<file path="src/psg_pkg.sv">
// Register map, field layout and timing constants of the sequencing config bank
package psg_pkg;
  // Register offsets (8-bit register addresses of the config bank)
  localparam logic [7:0] ADDR_PAIR_DELAY   = 8'h27;
  localparam logic [7:0] ADDR_SLEEP_SELECT = 8'h29;
  localparam logic [7:0] ADDR_OUTPUT_MODE  = 8'h2A;
  localparam logic [7:0] ADDR_TARGET_CFG   = 8'h5F;

  // Field positions
  localparam int FALL_LSB     = 3;
  localparam int RISE_LSB     = 0;
  localparam int DELAY_W      = 3;
  localparam int SRC_LSB      = 4;
  localparam int DRIVE_LSB    = 0;
  localparam int ADDR_SEL_BIT = 7;

  // Fixed default target address
  localparam logic [6:0] DEFAULT_TARGET = 7'h5E;

  // Delay table in milliseconds, indexed by the three-bit code
  localparam int DELAY_MS_0 = 0;
  localparam int DELAY_MS_1 = 2;
  localparam int DELAY_MS_2 = 4;
  localparam int DELAY_MS_3 = 8;
  localparam int DELAY_MS_4 = 16;
  localparam int DELAY_MS_5 = 24;
  localparam int DELAY_MS_6 = 32;
  localparam int DELAY_MS_7 = 64;

  // Clock rate and derived tick of one millisecond
  localparam int CLK_HZ        = 20_000_000;
  localparam int MS_PER_S      = 1000;
  localparam int CYCLES_PER_MS = CLK_HZ / MS_PER_S;
  localparam int TICK_W        = 15;
  localparam int MS_W          = 7;

  typedef enum logic [1:0] {
    PSG_OFF     = 2'b00,
    PSG_RISE_WT = 2'b01,
    PSG_ON      = 2'b11,
    PSG_FALL_WT = 2'b10
  } psg_state_t;
endpackage

</file>
<file path="src/psg_config_bank.sv">
// Sequencing, sleep-source, general-output and target-address configuration bank
// Function
// - Falling-delay code in bits 5:3 delays rail-pair disable after enable falls.
// - Rising-delay code in bits 2:0 delays rail-pair enable after enable rises.
// - Code 110 selects 32 ms for both delay fields.
// - Sleep bits 7,6 pick control input three or six for LDO rails.
// - Sleep bits 5..0 pick control input three or six for buck rails.
// - Output-mode bits 7..4 route outputs to power-good logic or host value.
// - Output-mode bits 2..0 pick push-pull or open drain for outputs three..one.
// - Address bit 7 picks fixed default or programmable target address.
`timescale 1ns/10ps
module psg_config_bank #(
  parameter int CYCLES_PER_MS = psg_pkg::CYCLES_PER_MS
) (
  // Clock and reset
  input  wire logic       sys_clk_i,
  input  wire logic       rstn_i,
  // Nonvolatile defaults, loaded after reset release
  input  wire logic       nv_load_i,
  input  wire logic [7:0] nv_pair_delay_i,
  input  wire logic [7:0] nv_sleep_select_i,
  input  wire logic [7:0] nv_output_mode_i,
  input  wire logic [7:0] nv_target_cfg_i,
  // Register port from the I2C engine
  input  wire logic       reg_wr_i,
  input  wire logic [7:0] reg_addr_i,
  input  wire logic [7:0] reg_wdata_i,
  output logic [7:0]      reg_rdata_o,
  output logic            reg_hit_o,
  // Rail pair sequencing
  input  wire logic       pair_enable_i,
  output logic            switch_ldo_rail_pair_en_o,
  // Sleep entry
  input  wire logic       control_input_three_i,
  input  wire logic       control_input_six_i,
  output logic [7:0]      rail_sleep_o,
  // General outputs
  input  wire logic [3:0] power_good_i,
  input  wire logic [3:0] host_out_value_i,
  output logic [3:0]      general_out_o,
  output logic [3:0]      general_out_oe_o,
  // Target address for the I2C engine
  output logic [6:0]      target_address_o
);
  logic [7:0] pair_delay;
  logic [7:0] sleep_select;
  logic [7:0] output_mode;
  logic [7:0] target_cfg;
  psg_pkg::psg_state_t state;
  psg_pkg::psg_state_t next_state;
  logic       pair_en_d;
  logic       timer_start;
  logic [6:0] timer_ms;
  logic       timer_done;

  function automatic logic [6:0] code_to_ms(input logic [2:0] code);
    case (code)
      3'h0:    code_to_ms = 7'(psg_pkg::DELAY_MS_0);
      3'h1:    code_to_ms = 7'(psg_pkg::DELAY_MS_1);
      3'h2:    code_to_ms = 7'(psg_pkg::DELAY_MS_2);
      3'h3:    code_to_ms = 7'(psg_pkg::DELAY_MS_3);
      3'h4:    code_to_ms = 7'(psg_pkg::DELAY_MS_4);
      3'h5:    code_to_ms = 7'(psg_pkg::DELAY_MS_5);
      3'h6:    code_to_ms = 7'(psg_pkg::DELAY_MS_6);
      default: code_to_ms = 7'(psg_pkg::DELAY_MS_7);
    endcase
  endfunction

  // Address decode
  wire hit_delay = (reg_addr_i == psg_pkg::ADDR_PAIR_DELAY);
  wire hit_sleep = (reg_addr_i == psg_pkg::ADDR_SLEEP_SELECT);
  wire hit_mode  = (reg_addr_i == psg_pkg::ADDR_OUTPUT_MODE);
  wire hit_addr  = (reg_addr_i == psg_pkg::ADDR_TARGET_CFG);
  assign reg_hit_o = hit_delay | hit_sleep | hit_mode | hit_addr;

  // Write enables; a nonvolatile load masks any host write in its cycle
  wire wr_delay = reg_wr_i & ~nv_load_i & hit_delay;
  wire wr_sleep = reg_wr_i & ~nv_load_i & hit_sleep;
  wire wr_mode  = reg_wr_i & ~nv_load_i & hit_mode;
  wire wr_addr  = reg_wr_i & ~nv_load_i & hit_addr;

  // Full bytes kept, reserved bits included; they drive nothing
  always_ff @(posedge sys_clk_i or negedge rstn_i) begin
    if (!rstn_i) begin
      pair_delay <= 8'h00;
    end else if (nv_load_i) begin
      pair_delay <= nv_pair_delay_i;
    end else if (wr_delay) begin
      pair_delay <= reg_wdata_i;
    end
  end

  always_ff @(posedge sys_clk_i or negedge rstn_i) begin
    if (!rstn_i) begin
      sleep_select <= 8'h00;
    end else if (nv_load_i) begin
      sleep_select <= nv_sleep_select_i;
    end else if (wr_sleep) begin
      sleep_select <= reg_wdata_i;
    end
  end

  always_ff @(posedge sys_clk_i or negedge rstn_i) begin
    if (!rstn_i) begin
      output_mode <= 8'h00;
    end else if (nv_load_i) begin
      output_mode <= nv_output_mode_i;
    end else if (wr_mode) begin
      output_mode <= reg_wdata_i;
    end
  end

  always_ff @(posedge sys_clk_i or negedge rstn_i) begin
    if (!rstn_i) begin
      target_cfg <= 8'h00;
    end else if (nv_load_i) begin
      target_cfg <= nv_target_cfg_i;
    end else if (wr_addr) begin
      target_cfg <= reg_wdata_i;
    end
  end

  wire [7:0] next_rdata = hit_delay ? pair_delay   :
                          hit_sleep ? sleep_select :
                          hit_mode  ? output_mode  :
                          hit_addr  ? target_cfg   : 8'h00;

  always_ff @(posedge sys_clk_i or negedge rstn_i) begin
    if (!rstn_i) reg_rdata_o <= 8'h00;
    else         reg_rdata_o <= next_rdata;
  end

  // Rail pair sequencing: edges of the enable start a delay
  wire [2:0] fall_code = pair_delay[psg_pkg::FALL_LSB +: psg_pkg::DELAY_W];
  wire [2:0] rise_code = pair_delay[psg_pkg::RISE_LSB +: psg_pkg::DELAY_W];
  wire       rise_edge = pair_enable_i & ~pair_en_d;
  wire       fall_edge = ~pair_enable_i & pair_en_d;

  // An opposite edge during a wait restarts the timer with the new delay
  assign timer_start = rise_edge | fall_edge;
  assign timer_ms    = rise_edge ? code_to_ms(rise_code)
                                 : code_to_ms(fall_code);

  always_comb begin
    next_state = state;
    case (state)
      psg_pkg::PSG_OFF:     if (rise_edge) next_state = psg_pkg::PSG_RISE_WT;
      psg_pkg::PSG_RISE_WT: begin
        if (fall_edge)       next_state = psg_pkg::PSG_OFF;
        else if (timer_done) next_state = psg_pkg::PSG_ON;
      end
      psg_pkg::PSG_ON:      if (fall_edge) next_state = psg_pkg::PSG_FALL_WT;
      psg_pkg::PSG_FALL_WT: begin
        if (rise_edge)       next_state = psg_pkg::PSG_ON;
        else if (timer_done) next_state = psg_pkg::PSG_OFF;
      end
      default:              next_state = psg_pkg::PSG_OFF;
    endcase
  end

  always_ff @(posedge sys_clk_i or negedge rstn_i) begin
    if (!rstn_i) begin
      state     <= psg_pkg::PSG_OFF;
      pair_en_d <= 1'b0;
    end else begin
      state     <= next_state;
      pair_en_d <= pair_enable_i;
    end
  end

  assign switch_ldo_rail_pair_en_o = (state == psg_pkg::PSG_ON) ||
                                     (state == psg_pkg::PSG_FALL_WT);

  psg_delay_timer #(
    .CYCLES_PER_MS(CYCLES_PER_MS)
  ) u_timer (
    .sys_clk_i(sys_clk_i),
    .rstn_i   (rstn_i),
    .start_i  (timer_start),
    .ms_i     (timer_ms),
    .done_o   (timer_done)
  );

  // Sleep sources: bit set picks control input six
  wire [7:0] next_sleep = (sleep_select & {8{control_input_six_i}}) |
                          (~sleep_select & {8{control_input_three_i}});

  // General outputs: source then drive; output four is always push-pull
  wire [3:0] out_src   = output_mode[psg_pkg::SRC_LSB +: 4];
  wire [3:0] out_value = (out_src & host_out_value_i) |
                         (~out_src & power_good_i);
  wire [3:0] open_drn  = {1'b0, output_mode[psg_pkg::DRIVE_LSB +: 3]};
  // Open drain drives only a low level
  wire [3:0] next_oe   = ~open_drn | ~out_value;

  wire [6:0] next_target = target_cfg[psg_pkg::ADDR_SEL_BIT] ? target_cfg[6:0]
                                                            : psg_pkg::DEFAULT_TARGET;

  always_ff @(posedge sys_clk_i or negedge rstn_i) begin
    if (!rstn_i) begin
      rail_sleep_o <= 8'h00;
    end else begin
      rail_sleep_o <= next_sleep;
    end
  end

  always_ff @(posedge sys_clk_i or negedge rstn_i) begin
    if (!rstn_i) begin
      general_out_o    <= 4'h0;
      general_out_oe_o <= 4'h0;
    end else begin
      general_out_o    <= out_value;
      general_out_oe_o <= next_oe;
    end
  end

  // Reset value already names the fixed address so the engine answers at once
  always_ff @(posedge sys_clk_i or negedge rstn_i) begin
    if (!rstn_i) begin
      target_address_o <= psg_pkg::DEFAULT_TARGET;
    end else begin
      target_address_o <= next_target;
    end
  end
endmodule

</file>
<file path="src/psg_delay_timer.sv">
// Millisecond delay timer for one rail-pair enable edge
`timescale 1ns/10ps
module psg_delay_timer #(
  parameter int CYCLES_PER_MS = psg_pkg::CYCLES_PER_MS
) (
  // Clock and reset
  input  wire logic                    sys_clk_i,
  input  wire logic                    rstn_i,
  // Control
  input  wire logic                    start_i,
  input  wire logic [psg_pkg::MS_W-1:0] ms_i,
  // Status
  output logic                         done_o
);
  logic [psg_pkg::TICK_W-1:0] tick;
  logic [psg_pkg::MS_W-1:0]   ms_left;
  logic                       running;

  localparam logic [psg_pkg::TICK_W-1:0] TICK_LAST =
    psg_pkg::TICK_W'(CYCLES_PER_MS - 1);

  wire tick_wrap = running && (tick == TICK_LAST);

  always_ff @(posedge sys_clk_i or negedge rstn_i) begin
    if (!rstn_i) begin
      tick    <= '0;
      ms_left <= '0;
      running <= 1'b0;
      done_o  <= 1'b0;
    end else if (start_i) begin
      // Restart aborts a pending count; zero delay finishes next cycle
      tick    <= '0;
      ms_left <= ms_i;
      running <= (ms_i != '0);
      done_o  <= (ms_i == '0);
    end else begin
      done_o <= 1'b0;
      if (running) begin
        tick <= tick_wrap ? '0 : tick + 1'b1;
        if (tick_wrap) begin
          ms_left <= ms_left - 1'b1;
          if (ms_left == 7'h01) begin
            running <= 1'b0;
            done_o  <= 1'b1;
          end
        end
      end
    end
  end
endmodule

</file>
<file path="config.mk">
export PLATFORM = sky130hd
export DESIGN_NAME = psg_config_bank
export DESIGN_NICKNAME = d
export VERILOG_FILES = /design/src/psg_pkg.sv /design/src/psg_config_bank.sv /design/src/psg_delay_timer.sv
export SDC_FILE = /design/constraint.sdc
export NUM_CORES = 1
export LEC_CHECK = 0
export BUFFER_PORTS_ARGS = -buffer_cell sky130_fd_sc_hd__buf_4
export CAP_MARGIN = 15
export CORE_MARGIN = 4
export CORE_UTILIZATION = 40
export CTS_CLUSTER_SIZE = 40
export DETAILED_ROUTE_END_ITERATION = 8
export GPL_TIMING_DRIVEN = 0
export SLEW_MARGIN = 20
export SYNTH_ARGS = -nofsm -noshare
export SYNTH_HDL_FRONTEND = slang
export SYNTH_SLANG_ARGS = --single-unit
</file>
<file path="constraint.sdc">
create_clock -name sys_clk_i -period 4.9 [get_ports sys_clk_i]
set_input_delay 1.47 -clock sys_clk_i [delete_from_list [all_inputs] [get_ports sys_clk_i]]
set_output_delay 1.47 -clock sys_clk_i [all_outputs]
set_load 0.01 [all_outputs]
</file>
**After elaboration in Yosys (flattened, before gate mapping)**

Index checks and enable logic that the tools add are counted.

- Bits in registers: 90
- Bits of input ports: 63
- Output and inout port bits: 33
- Logic and storage cells: 119

- $add $sub $neg: 2
- Eq/ne operators: 25
- Mux-type cells: 37
- Bitwise logic cells: 25
- Reductions and logical operators: 15

Operators with widths:

| kind | number |
|---|---|
| case mux 7 bit (7 select lines) | 2 |
| two-way mux 8 bit | 12 |
| two-way mux 15 bit | 3 |
| two-way mux 7 bit | 5 |
| == test 8 x 6 -> 1 bit (second input constant) | 3 |
| == test 3 bit (second input constant) | 6 |
| AND 8 bit | 2 |
| adder 15 x 1 -> 15 bit (second input constant) | 1 |
| == test 15 bit (second input constant) | 1 |
| == test 3 x 2 -> 1 bit (second input constant) | 4 |
| two-way mux 2 bit | 6 |
| nonzero test 2 bit | 6 |
| AND 4 bit | 2 |
| == test 8 x 7 -> 1 bit (second input constant) | 1 |
| two-way mux 1 bit | 8 |
| inverter 4 bit | 2 |
| inverter 8 bit | 1 |
| OR 4 bit | 2 |
| OR 8 bit | 1 |
| case mux 2 bit (4 select lines) | 1 |
| AND 1 bit | 7 |
| == test 7 x 1 -> 1 bit (second input constant) | 1 |
| logical NOT 7 bit | 1 |
| nonzero test 7 bit | 1 |
| 15 further kinds | 25 |

**Depth between registers and ports, before layout**

Gate-level depths: netlist of run 1.

- Depth after elaboration: 5
- Depth in mapped cells: 7
- Depth with buffers taken out: 6

**Cells and area by module**

From an unflattened synthesis of run 1, not the netlist that was laid out.

- Cell total of the unflattened synthesis: 430
- Area, all modules: 4411.7 um2

Modules (own cells, without submodules):

| module | times used | cells each | area each (um2) | sequential area each (um2) |
|---|---|---|---|---|
| psg_config_bank | 1 | 289 | 3042.9 | 1657.8 |
| psg_delay_timer | 1 | 141 | 1368.8 | 600.6 |

**Worst setup path after synthesis of run 1**

OpenSTA, ideal clock, no wires.

- Kind: input to output
- Start point: in reg_addr_i[4]
- End point: out reg_hit_o
- Arrival time: 2.538 ns
- Data required time: 3.430 ns
- Path slack: 0.892 ns
- Cell stages on the path: 5
- Buffers on the path: 1
- Path through: nor4b_2 and2_1 buf_2 nor2_1 nand2_1

- Cells in the longest elaborated chain, start to end: 4
- Elaborated cells between the ends (all ways): 7
- Classes of those cells: eq/ne: 4; bitwise: 3

RTL lines:

| what | RTL line | source |
|---|---|---|
| start: declaration | psg_config_bank.sv:26 | `input wire logic [7:0] reg_addr_i,` |
| == test 8 x 6 -> 1 bit, on equally long branches | psg_config_bank.sv:70, psg_config_bank.sv:71 |  |
| OR 1 bit (2 in series) | psg_config_bank.sv:74 | `assign reg_hit_o = hit_delay \| hit_sleep \| hit_mode \| hit_addr;` |
| OR 1 bit (*) | psg_config_bank.sv:74 |  |
| end: declaration | psg_config_bank.sv:29 | `output logic reg_hit_o,` |

Mark *: on every way between the ends. The rest lies on a longest branch, timed or not.

**Final worst setup path of run 1**

- Start point: in reg_addr_i[7]
- End point: out reg_hit_o

The elaborated chain is that of the path after synthesis.

==> results.txt, run 1 <==
I/O Buffers -> 94
GRT Total Usage -> 0.190
residual DRC count -> 0
number of global-route vias before repair -> 3,759
Die ar. -> 0.0128 mm2
Yosys cell types -> 52
# setup viols final -> 0
RR Startpoint -> pair_en_d$_DFF_PN0_
clk sink count -> 90
RSZ-0062 raised after global routing -> no
Routed Antenna Nets -> 0
crit path time final -> 4.50 ns
Die H -> 113 um
grt total ovfl -> 0
FMAX -> 222 MHz
CP Cell Sequence -> buf_4, nand4b_1, nor3_2, clkbuf_1, nor2_1, nand2_1, buf_4
VDD IR max -> 0.000133 V
Most common cell on crit path -> buf_4
r2r worst-path depth -> 6
WP data required -> 3.43 ns
Setup crit end -> reg_hit_o
worst rel slew slack -> 0.418
Post-CTS Setup Inserts -> 0
Main synth FF type -> dfrtp_1
I/O pin cnt -> 96
post-cts sizing count -> 0
Synth Area per Inst -> 10.2 um2
Final Hold Vio Count -> 0
outcome -> complete, no violations
initial antenna violation count -> 0
fin. max-slew vios -> 0
global-route wire length before repair -> 19,100 um
Max Cap Viol -> 0
drt via density -> 5.40
H-Tree Level Count -> 3
site row count -> 38
Critical-path top delay cell -> nor3_2
Yosys reg bits -> 90
die width -> 113 um
Critical Path Max Stage Delay -> 0.46 ns
Syn Std Cell Area -> 0.00442 mm2
Worst R2R Setup Slack -> 2.75 ns
layout cell share with drive strength beyond 1 -> 0.261
Buf/Inv on CP -> 3
Avg WL per Cell -> 17.4 um
Final nets -> 604
Final GP Congestion -> 0.838
CP Max Fanout -> 10
crit path from -> reg_addr_i[7]
Syn Inst Count -> 431
Final Power -> 1.72 mW
final period utilization -> 0.918
CTS Hold Buffers Added -> 0
number of stages on the worst setup path -> 7
Slew @ Worst Pin -> 0.872 ns
reg2reg end -> u_timer.tick[11]$_DFFE_PN0P_
clk root buf -> clkbuf_8
Hold WC Path Type -> reg2reg
TritonCTS clock tree -> done
cell leakage power -> 2.55 nW
WS Path Type -> in2out
Critical Path Source Type -> input port
pin count of the biggest net entering global routing -> 91
Starting Density -> 0.407
crit path DAT -> 3.03 ns
Yosys warnings -> 0
total CTS buffers -> 9
pwr/cell area -> 310 mW/mm2
Post-synth EDFFs -> 0
First DRT Iteration DRCs -> 175
Post-synth ARST share -> 1.00
DRT Pass-1 Iters -> 4
Area growth syn-to-layout -> 25.2%
Largest delay share family, worst path -> simple AND/OR/NAND/NOR gates
final WL -> 11,900 um
CP Capture Type -> output pin
clock skew -> 0.0132 ns
syn_nets -> 499
Placeable Area -> 0.0108 mm2
Max Root-Sink Buffers -> 2
Fin Setup TNS -> 0 ns
most frequent cells in the layout -> buf_4 (94), dfrtp_1 (85), nand2_1 (47)
Antenna Cells -> 0
Seq/Total Area, Yosys -> 0.511
clock latency on the worst-skew pair -> 0.36 ns
DP HPWL -> 8660 um
via count -> 3,677
most common cell after layout, fill and taps aside -> buf_4
Reg clk slew, reported paths -> 0.08 ns
## cell usage after synthesis, drive strengths merged, types with 2 or more instances
| library cell | number | share of area |
|---|---|---|
| o21ai | 37 | 0.042 |
| nand4b | 4 | 0.0079 |
| nand2b | 13 | 0.018 |
| a22oi | 15 | 0.026 |
| nand2 | 48 | 0.041 |
| o22ai | 3 | 0.0043 |
| or2 | 2 | 0.0028 |
| xor2 | 4 | 0.0079 |
| a31oi | 14 | 0.020 |
| nor4 | 4 | 0.0057 |
| nor2b | 10 | 0.014 |
| xnor2 | 7 | 0.014 |
| mux2i | 24 | 0.054 |
| nor3 | 3 | 0.0045 |
| mux2 | 13 | 0.033 |
| nor4bb | 2 | 0.0045 |
| a311oi | 3 | 0.0060 |
| nor2 | 17 | 0.014 |
| or3 | 7 | 0.0099 |
| inv | 11 | 0.0094 |
| and4 | 2 | 0.0040 |
| a21oi | 19 | 0.022 |
| clkbuf | 21 | 0.018 |
| nor3b | 2 | 0.0034 |
| nor4b | 5 | 0.011 |
| o31ai | 3 | 0.0051 |
| buf | 3 | 0.0040 |
| nand3 | 12 | 0.017 |
| ha | 5 | 0.014 |
| or4 | 6 | 0.010 |
| nand4 | 6 | 0.011 |
| dfrtp | 85 | 0.48 |
| and2 | 4 | 0.0057 |
| dfstp | 5 | 0.030 |
## report_power, final
group | internal, mW | total (mW) | switching (mW)
clock network | 0.316 | 0.584 | 0.268
logic | 0.134 | 0.277 | 0.143
registers | 0.806 | 0.854 | 0.0476
## metrics by stage
stage	util	instances	setup slack [ns]	instance area [um2]	hold WS, ns
after floorplan	-	431	0.892	4420	0.425
after global placement	0.489	665	0.450	5300	0.456
after detailed placement	0.489	665	0.445	5300	0.460
after CTS	0.510	681	0.441	5530	0.470
after global routing	0.510	681	0.245	5530	0.512
final	0.510	681	0.403	5530	0.470
## cells by family after synthesis
kind of cell | Yosys count | share of synthesized area
AOI/OAI and AO/OA | 100 | 0.137
xor gates and xnor gates | 11 | 0.0218
adders and majority gates | 5 | 0.0142
buffers and inverters | 35 | 0.0312
DFF | 90 | 0.511
muxes | 37 | 0.0876
other | 1 | 0.000849
and+or+nand+nor | 152 | 0.196
## flip-flops by register name, summed over array words and instances (netlist names), 7 cells and up
name and count:
u_timer.tick 15, output_mode 8, pair_delay 8, rail_sleep_o 8, reg_rdata_o 8, sleep_select 8
target_cfg 8, target_address_o 7, u_timer.ms_left 7
## routing by layer
| layer | wire, um | up-vias | part of all wire | global-route usage |
|---|---|---|---|---|
| met5 | 0 | - | 0 | 0 |
| met4 | 176 | 0 | 0.015 | 0.0641 |
| met2 | 5710 | 101 | 0.48 | 0.304 |
| li1 | - | 1766 | - | - |
| met1 | 5430 | 1792 | 0.46 | 0.261 |
| met3 | 558 | 18 | 0.047 | 0.0380 |
## how the worst min path moves through the flow
stage	slack, ns	end	startpoint	cells after the start
after global placement	0.46	state[0]$_DFFE_PN0P_	state[0]$_DFFE_PN0P_	1
after CTS	0.47	state[0]$_DFFE_PN0P_	state[0]$_DFFE_PN0P_	1
final	0.47	state[0]$_DFFE_PN0P_	state[0]$_DFFE_PN0P_	1
after detailed placement	0.46	state[0]$_DFFE_PN0P_	state[0]$_DFFE_PN0P_	1
after global routing	0.51	state[0]$_DFFE_PN0P_	state[0]$_DFFE_PN0P_	1
after floorplan	0.42	general_out_oe_o[0]$_DFF_PN0_	output_mode[0]$_DFFE_PN0P_	1
## area by class of cell
class	instances	area [um2]
repair buffers	94	709
multi-input cells	306	2020
fillers	1024	5310
clock inverters	4	73.8
inverters	11	41.3
well taps	140	175
flip-flops and latches	90	2260
plain buffers	24	96.3
clock buffers	12	155
No activity file was read; power rests on OpenSTA's default activity.
==> run 2: changes to the inputs <==
--- a/config.mk
+++ b/config.mk
@@ -15,4 +15,5 @@
 export SLEW_MARGIN = 20
 export SYNTH_ARGS = -nofsm -noshare
 export SYNTH_HDL_FRONTEND = slang
+export SYNTH_HIERARCHICAL = 1
 export SYNTH_SLANG_ARGS = --single-unit
==> constraint.sdc (replaced) <==
create_clock -name sys_clk_i -period 4.83 [get_ports sys_clk_i]
set_input_delay 1.449 -clock sys_clk_i [delete_from_list [all_inputs] [get_ports sys_clk_i]]
set_output_delay 1.449 -clock sys_clk_i [all_outputs]
set_load 0.01 [all_outputs]
==> run 2 against run 1 <==
Compared with the run above: clock skew down 0.0069 ns; largest cell class unchanged; clock-buffer cell count is 1 lower; highest routed layer unchanged; global-route usage up 0.14 points; clock power shrank 2%; critical endpoint unchanged; non-clock buffer count unchanged; register-to-register slack gained 0.09 ns; cell area barely moved; routed wire length decreased by 0.44%.
==> results.txt, run 2 <==
GR peak layer -> met2 (unchanged)
Biggest register -> u_timer/tick (was u_timer.tick)
cell leakage power -> 2.54 nW (was 2.55 nW)
layout cell share with drive strength beyond 1 -> 0.264 (was 0.261)
total CTS buffers -> 9 (unchanged)
Synth area leader -> dfrtp_1 (unchanged)
Adder-Cell Fraction of Synth Area -> 0.0142 (about the same)
cell with the most instances after synthesis -> dfrtp_1 (unchanged)
top post-synthesis cells by area -> dfrtp_1 (48%), nor2_1 (3.8%), mux2i_1 (3.6%) (was dfrtp_1 (48%), mux2i_1 (5.4%), o21ai_0 (4.2%))
residual DRC count -> 0 (unchanged)
Most common cell on crit path -> buf_4 (unchanged)
most frequent cells in the layout -> buf_4 (95), dfrtp_1 (85), nor2_1 (45) (was buf_4 (94), dfrtp_1 (85), nand2_1 (47))
met3 usage -> 0.0513 (was 0.0380)
CP Max Fanout -> 10 (unchanged)
Slew @ Worst Pin -> 0.818 ns (was 0.872 ns)
final period utilization -> 0.971
Final GP Congestion -> 0.851 (was 0.838)
Die H -> 113 um (about the same)
Die ar. -> 0.0128 mm2 (about the same)
Area growth syn-to-layout -> 25.3% (was 25.2%)
area share of the largest cell type after synthesis -> 0.482 (about the same)
pin count of the biggest net entering global routing -> 91 (unchanged)
Avg WL per Cell -> 17.3 um (was 17.4 um)
global-route wire length before repair -> 19,200 um (was 19,100 um)
First DRT Iteration DRCs -> 170 (was 175)
H-Tree Level Count -> 3 (unchanged)
Finished Layout Cells -> 682 (was 681)
DP HPWL -> 8830 um (was 8660 um)
Synth Area per Inst -> 10.3 um2 (was 10.2 um2)
Final Cell Area -> 0.00553 mm2 (about the same)
# setup viols final -> 0 (unchanged)
GR Util met1 -> 0.254 (was 0.261)
number of global-route vias before repair -> 3,766 (was 3,759)
Fin Setup TNS -> 0 ns (unchanged)
final WL -> 11,800 um (was 11,900 um)
clock skew -> 0.00624 ns (was 0.0132 ns)
VDD IR max -> 0.000177 V (was 0.000133 V)
pwr/cell area -> 312 mW/mm2 (was 310 mW/mm2)
CP Capture Type -> output pin (unchanged)
Syn Std Cell Area -> 0.00441 mm2 (was 0.00442 mm2)
Final Hold Vio Count -> 0 (unchanged)
Placeable Area -> 0.0108 mm2 (unchanged)
via count -> 3,642 (was 3,677)
Critical Path Max Stage Delay -> 0.59 ns (was 0.46 ns)
most common cell after layout, fill and taps aside -> buf_4 (unchanged)
Reg clk slew, reported paths -> 0.09 ns (was 0.08 ns)
DRT Pass-1 Iters -> 4 (unchanged)
drt via density -> 5.34 (was 5.40)
met2 Use GR -> 0.313 (was 0.304)
Post-CTS Setup Inserts -> 0 (unchanged)
outcome -> complete, no violations (unchanged)
RR Startpoint -> u_timer/tick[7]$_DFFE_PN0P_ (was pair_en_d$_DFF_PN0_)
Critical Path Source Type -> input port (unchanged)
Yosys warnings -> 6 (was 0)
Main synth FF type -> dfrtp_1 (unchanged)
initial antenna violation count -> 0 (unchanged)
Max Cap Viol -> 0 (unchanged)
GRT Total Usage -> 0.192 (was 0.190)
Syn Inst Count -> 430 (was 431)
RSZ-0062 raised after global routing -> no (unchanged)
multiplexer share of the synthesized area -> 0.0746 (was 0.0876)
worst rel slew slack -> 0.455 (was 0.418)
crit path from -> reg_addr_i[5] (was reg_addr_i[7])
placed cell areas -> 0.00531 mm2 (was 0.00530 mm2)
clk sink count -> 90 (unchanged)
crit path DAT -> 3.24 ns (was 3.03 ns)
r2r worst-path depth -> 5 (was 6)
CP Cell Sequence -> buf_4, nor4bb_1, and3_1, clkbuf_1, buf_2, nor2_1, nand2_1, buf_4 (was buf_4, nand4b_1, nor3_2, clkbuf_1, nor2_1, nand2_1, buf_4)
Yosys cell types -> 60 (was 52)
crit path time final -> 4.69 ns
clk root buf -> clkbuf_8 (unchanged)
FMAX -> 213 MHz
Critical-path top delay cell -> nor4bb_1 (was nor3_2)
site row count -> 38 (unchanged)
Seq/Total Area, Yosys -> 0.512 (was 0.511)
WS Path Type -> in2out (unchanged)
CTS Hold Buffers Added -> 0 (unchanged)
Hold WC Path Type -> reg2reg (unchanged)
worst hold path startpoint -> output_mode[0]$_DFFE_PN0P_ (was state[0]$_DFFE_PN0P_)
Hold Path Cell Cnt -> 1 (unchanged)
commonest cells in the netlist -> dfrtp_1 (85), nor2_1 (45), nand2_1 (35) (was dfrtp_1 (85), nand2_1 (47), o21ai_0 (37))
die width -> 113 um (about the same)
WP data required -> 3.38 ns (was 3.43 ns)
Synth Area in Compound Gates -> 0.142 (was 0.137)
Routed Antenna Nets -> 0 (unchanged)
Synth Area in XOR/XNOR -> 0.0258 (was 0.0218)
largest family of logic cells by synthesized area -> simple AND/OR/NAND/NOR gates (unchanged)
Starting Density -> 0.407 (about the same)
Antenna Cells -> 0 (unchanged)
Fin Hold WS -> 0.513 ns (was 0.470 ns)
Final nets -> 605 (was 604)
Post-synth EDFFs -> 0 (unchanged)
TritonCTS clock tree -> done (unchanged)
Max Root-Sink Buffers -> 2 (unchanged)
Yosys reg bits -> 90 (unchanged)
clock latency on the worst-skew pair -> 0.36 ns (about the same)
Post-synth ARST share -> 1.00 (unchanged)
post-cts sizing count -> 0 (unchanged)
placed cell count -> 666 (was 665)
fin. max-slew vios -> 0 (unchanged)
grt total ovfl -> 0 (unchanged)
max reg flops -> 15 (unchanged)
Post-Synth Simple-Gate Area -> 0.195 (was 0.196)
I/O Buffers -> 95 (was 94)
I/O pin cnt -> 96 (unchanged)
-- run 2: through the flow --
| step | util | power, mW | setup slack (ns) |
|---|---|---|---|
| 6_report | 0.510 | 1.72 | 0.141 |
| 2_1_floorplan | - | 1.02 | 0.857 |
| 5_1_grt | 0.510 | 1.82 | 0.0111 |
| 3_3_place_gp | 0.489 | 1.16 | 0.182 |
| 4_1_cts | 0.510 | 1.75 | 0.160 |
| 3_5_place_dp | 0.490 | 1.17 | 0.170 |
-- run 2: logic make-up (layout without fill, tap and decap cells) --
group           Yosys count  in the layout
compound gates           97             97
xor+xnor                 13             13
fa+ha+maj                 5              5
buf+inv                  35            146
flops                    90             90
mux                      31             31
other cells               2              3
simple gates            157            157
-- run 2: worst max-delay path: cells and delay by family --
| family | cells | cell delay, ns |
|---|---|---|
| and+or+nand+nor | 4 | 1.02 |
| buffers and inverters | 4 | 0.78 |
-- run 2: power breakdown --
| part | internal [mW] | total, mW | leakage, nW | switching [mW] |
|---|---|---|---|---|
| logic | 0.137 | 0.281 | 1.34 | 0.144 |
| clock network | 0.304 | 0.572 | 0.109 | 0.268 |
| registers | 0.818 | 0.871 | 1.08 | 0.0529 |
| total | 1.26 | 1.72 | 2.54 | 0.465 |
-- run 2: worst paths after layout --
kind                                                  to  slack, ns
setup / recovery                               reg_hit_o       0.14
hold / removal             general_out_oe_o[0]$_DFF_PN0_       0.51
setup reg to reg               u_timer/running$_DFF_PN0_       2.84
hold reg to reg            general_out_oe_o[0]$_DFF_PN0_       0.51
max in group asynchronous      rail_sleep_o[7]$_DFF_PN0_       3.13
min in group asynchronous   u_timer/tick[10]$_DFFE_PN0P_       1.15
-- run 2: cell type report --
| class | instances | area (um2) |
|---|---|---|
| flip-flops and latches | 90 | 2260 |
| fillers | 1036 | 5310 |
| inverters | 12 | 45.0 |
| clock buffers | 11 | 141 |
| repair buffers | 95 | 717 |
| clock inverters | 5 | 77.6 |
| plain buffers | 23 | 110 |
| multi-input cells | 306 | 2000 |
| well taps | 140 | 175 |
-- run 2: per-layer routing --
metal / wire [um] / vias to the layer above
met5: 0 / -
met1: 5200 / 1763
met3: 679 / 4
met4: 72 / 0
met2: 5870 / 114
li1: - / 1761
==> run 3: changes to the inputs <==
--- a/config.mk
+++ b/config.mk
@@ -12,6 +12,7 @@
 export CTS_CLUSTER_SIZE = 40
 export DETAILED_ROUTE_END_ITERATION = 8
 export GPL_TIMING_DRIVEN = 0
+export RECOVER_POWER = 25
 export SLEW_MARGIN = 20
 export SYNTH_ARGS = -nofsm -noshare
 export SYNTH_HDL_FRONTEND = slang
==> run 3 against run 2 <==
Compared with the run above: the run now ends with capacitance limit, slew limit left; non-clock buffer count unchanged; global-route usage unchanged; cell area decreased by 0.25%; cell count did not move; largest cell class unchanged; largest power group unchanged.
==> results.txt, run 3 (synthesized netlist as in run 2, its figures left out) <==
Fin Hold WS -> 0.516 ns (was 0.513 ns)
Antenna Cells -> 0 (unchanged)
Max Cap Viol -> 1 (was 0)
r2r worst-path depth -> 6 (was 5)
clk root buf -> clkbuf_8 (unchanged)
Fin Setup TNS -> 0 ns (unchanged)
CP Capture Type -> output pin (unchanged)
# setup viols final -> 0 (unchanged)
hold endpoint -> general_out_oe_o[2]$_DFF_PN0_ (was general_out_oe_o[0]$_DFF_PN0_)
First DRT Iteration DRCs -> 155 (was 170)
Area growth syn-to-layout -> 25.0% (was 25.3%)
VDD IR max -> 0.000177 V (about the same)
final WL -> 11,800 um (about the same)
Starting Density -> 0.407 (unchanged)
grt total ovfl -> 0 (unchanged)
Avg WL per Cell -> 17.3 um (about the same)
Critical Path Source Type -> input port (unchanged)
clk sink count -> 90 (unchanged)
post-cts sizing count -> 0 (unchanged)
Post-CTS Setup Inserts -> 0 (unchanged)
RR Startpoint -> u_timer/tick[0]$_DFFE_PN0P_ (was u_timer/tick[7]$_DFFE_PN0P_)
cell leakage power -> 2.53 nW (was 2.54 nW)
Final Hold Vio Count -> 0 (unchanged)
CTS Hold Buffers Added -> 0 (unchanged)
global-route wire length before repair -> 19,200 um (unchanged)
site row count -> 38 (unchanged)
layout cell share with drive strength beyond 1 -> 0.256 (was 0.264)
pin count of the biggest net entering global routing -> 91 (unchanged)
slack of the critical path -> 0.190 ns (was 0.141 ns)
Finished Layout Cells -> 682 (unchanged)
Final GP Congestion -> 0.851 (unchanged)
wl on met1 -> 5160 um (was 5200 um)
reg2reg end -> u_timer/running$_DFF_PN0_ (unchanged)
routed wl met2 -> 5770 um (was 5870 um)
Die ar. -> 0.0128 mm2 (unchanged)
Worst R2R Setup Slack -> 2.84 ns (about the same)
final period utilization -> 0.961 (was 0.971)
I/O pin cnt -> 96 (unchanged)
Setup Slack @ Placement -> 0.170 ns (unchanged)
worst rel slew slack -> -0.490 (was 0.455)
drt via density -> 5.38 (was 5.34)
FMAX -> 216 MHz (was 213 MHz)
DP HPWL -> 8830 um (unchanged)
fin. max-slew vios -> 91 (was 0)
initial antenna violation count -> 0 (unchanged)
Die H -> 113 um (unchanged)
Hold WC Path Type -> reg2reg (unchanged)
Max Root-Sink Buffers -> 2 (unchanged)
crit path time final -> 4.64 ns (was 4.69 ns)
DRT Pass-1 Iters -> 4 (unchanged)
clock latency on the worst-skew pair -> 0.36 ns (about the same)
crit path DAT -> 3.19 ns (was 3.24 ns)
Routed Antenna Nets -> 0 (unchanged)
most common cell after layout, fill and taps aside -> buf_4 (unchanged)
pwr/cell area -> 313 mW/mm2 (was 312 mW/mm2)
I/O Buffers -> 95 (unchanged)
Placeable Area -> 0.0108 mm2 (unchanged)
clock skew -> 0.00700 ns (was 0.00624 ns)
WS Path Type -> in2out (unchanged)
Biggest register -> u_timer/tick (unchanged)
H-Tree Level Count -> 3 (unchanged)
number of global-route vias before repair -> 3,766 (unchanged)
placed cell count -> 666 (unchanged)
GRT Total Usage -> 0.192 (unchanged)
total CTS buffers -> 9 (unchanged)
TritonCTS clock tree -> done (unchanged)
top routing layer used -> met4 (unchanged)
outcome -> finished, violations left (was complete, no violations)
WP data required -> 3.38 ns (about the same)
RSZ-0062 raised after global routing -> no (unchanged)
most frequent cells in the layout -> buf_4 (89), dfrtp_1 (85), nor2_1 (45) (was buf_4 (95), dfrtp_1 (85), nor2_1 (45))
Final nets -> 605 (unchanged)
Slew @ Worst Pin -> 2.23 ns (was 0.818 ns)
CP Max Fanout -> 10 (unchanged)
Hold Path Cell Cnt -> 1 (unchanged)
WL met3 -> 747 um (was 679 um)
die width -> 113 um (unchanged)
worst hold path startpoint -> output_mode[2]$_DFFE_PN0P_ (was output_mode[0]$_DFFE_PN0P_)
residual DRC count -> 0 (unchanged)
via count -> 3,668 (was 3,642)
Reg clk slew, reported paths -> 0.09 ns (about the same)
max reg flops -> 15 (unchanged)
failing checks -> capacitance limit, slew limit
==> run 3: layout make-up <==
cell class	count	area, um2
Tap cell	140	175
Buffer	23	110
Clock buffer	11	141
Clock inverter	5	77.6
Multi-Input combinational cell	306	2000
Inverter	12	45.0
Timing Repair Buffer	95	703
Sequential cell	90	2260
Fill cell	1040	5330
==> run 3: how the worst max path moves through the flow <==
stage                  startpoint   endpoint  slack, ns  depth (start not counted)
finish              reg_addr_i[5]  reg_hit_o       0.19                          8
floorplan           reg_addr_i[5]  reg_hit_o       0.86                          6
global route        reg_addr_i[5]  reg_hit_o       0.01                          8
detailed placement  reg_addr_i[5]  reg_hit_o       0.17                          8
global placement    reg_addr_i[5]  reg_hit_o       0.18                          8
CTS                 reg_addr_i[5]  reg_hit_o       0.16                          8
==> run 3: metrics by stage <==
step / power [mW] / area, um2 / util
after floorplan: 1.02 / 4420 / -
after global placement: 1.16 / 5300 / 0.489
after detailed placement: 1.17 / 5310 / 0.490
after CTS: 1.75 / 5530 / 0.510
after global routing: 1.82 / 5510 / 0.509
final: 1.72 / 5510 / 0.509
==> run 3: critical path: stages <==
cell and delay, ns:
buf_4 0.12, nor4bb_1 0.55, and3_1 0.25, clkbuf_1 0.25, buf_2 0.27, nor2_1 0.07, nand2_1 0.10, buf_4 0.13
==> run 3: power by group <==
part | internal [mW] | switching [mW] | leakage [nW] | total, mW
registers | 0.818 | 0.0528 | 1.08 | 0.871
logic | 0.135 | 0.144 | 1.33 | 0.279
clock network | 0.304 | 0.269 | 0.109 | 0.574
total | 1.26 | 0.466 | 2.53 | 1.72
==> run 3: per-layer routing <==
layer,global-route usage,vias to the layer above
met5,0,-
met4,0.0521,0
met3,0.0513,8
met1,0.254,1769
li1,-,1767
met2,0.313,124
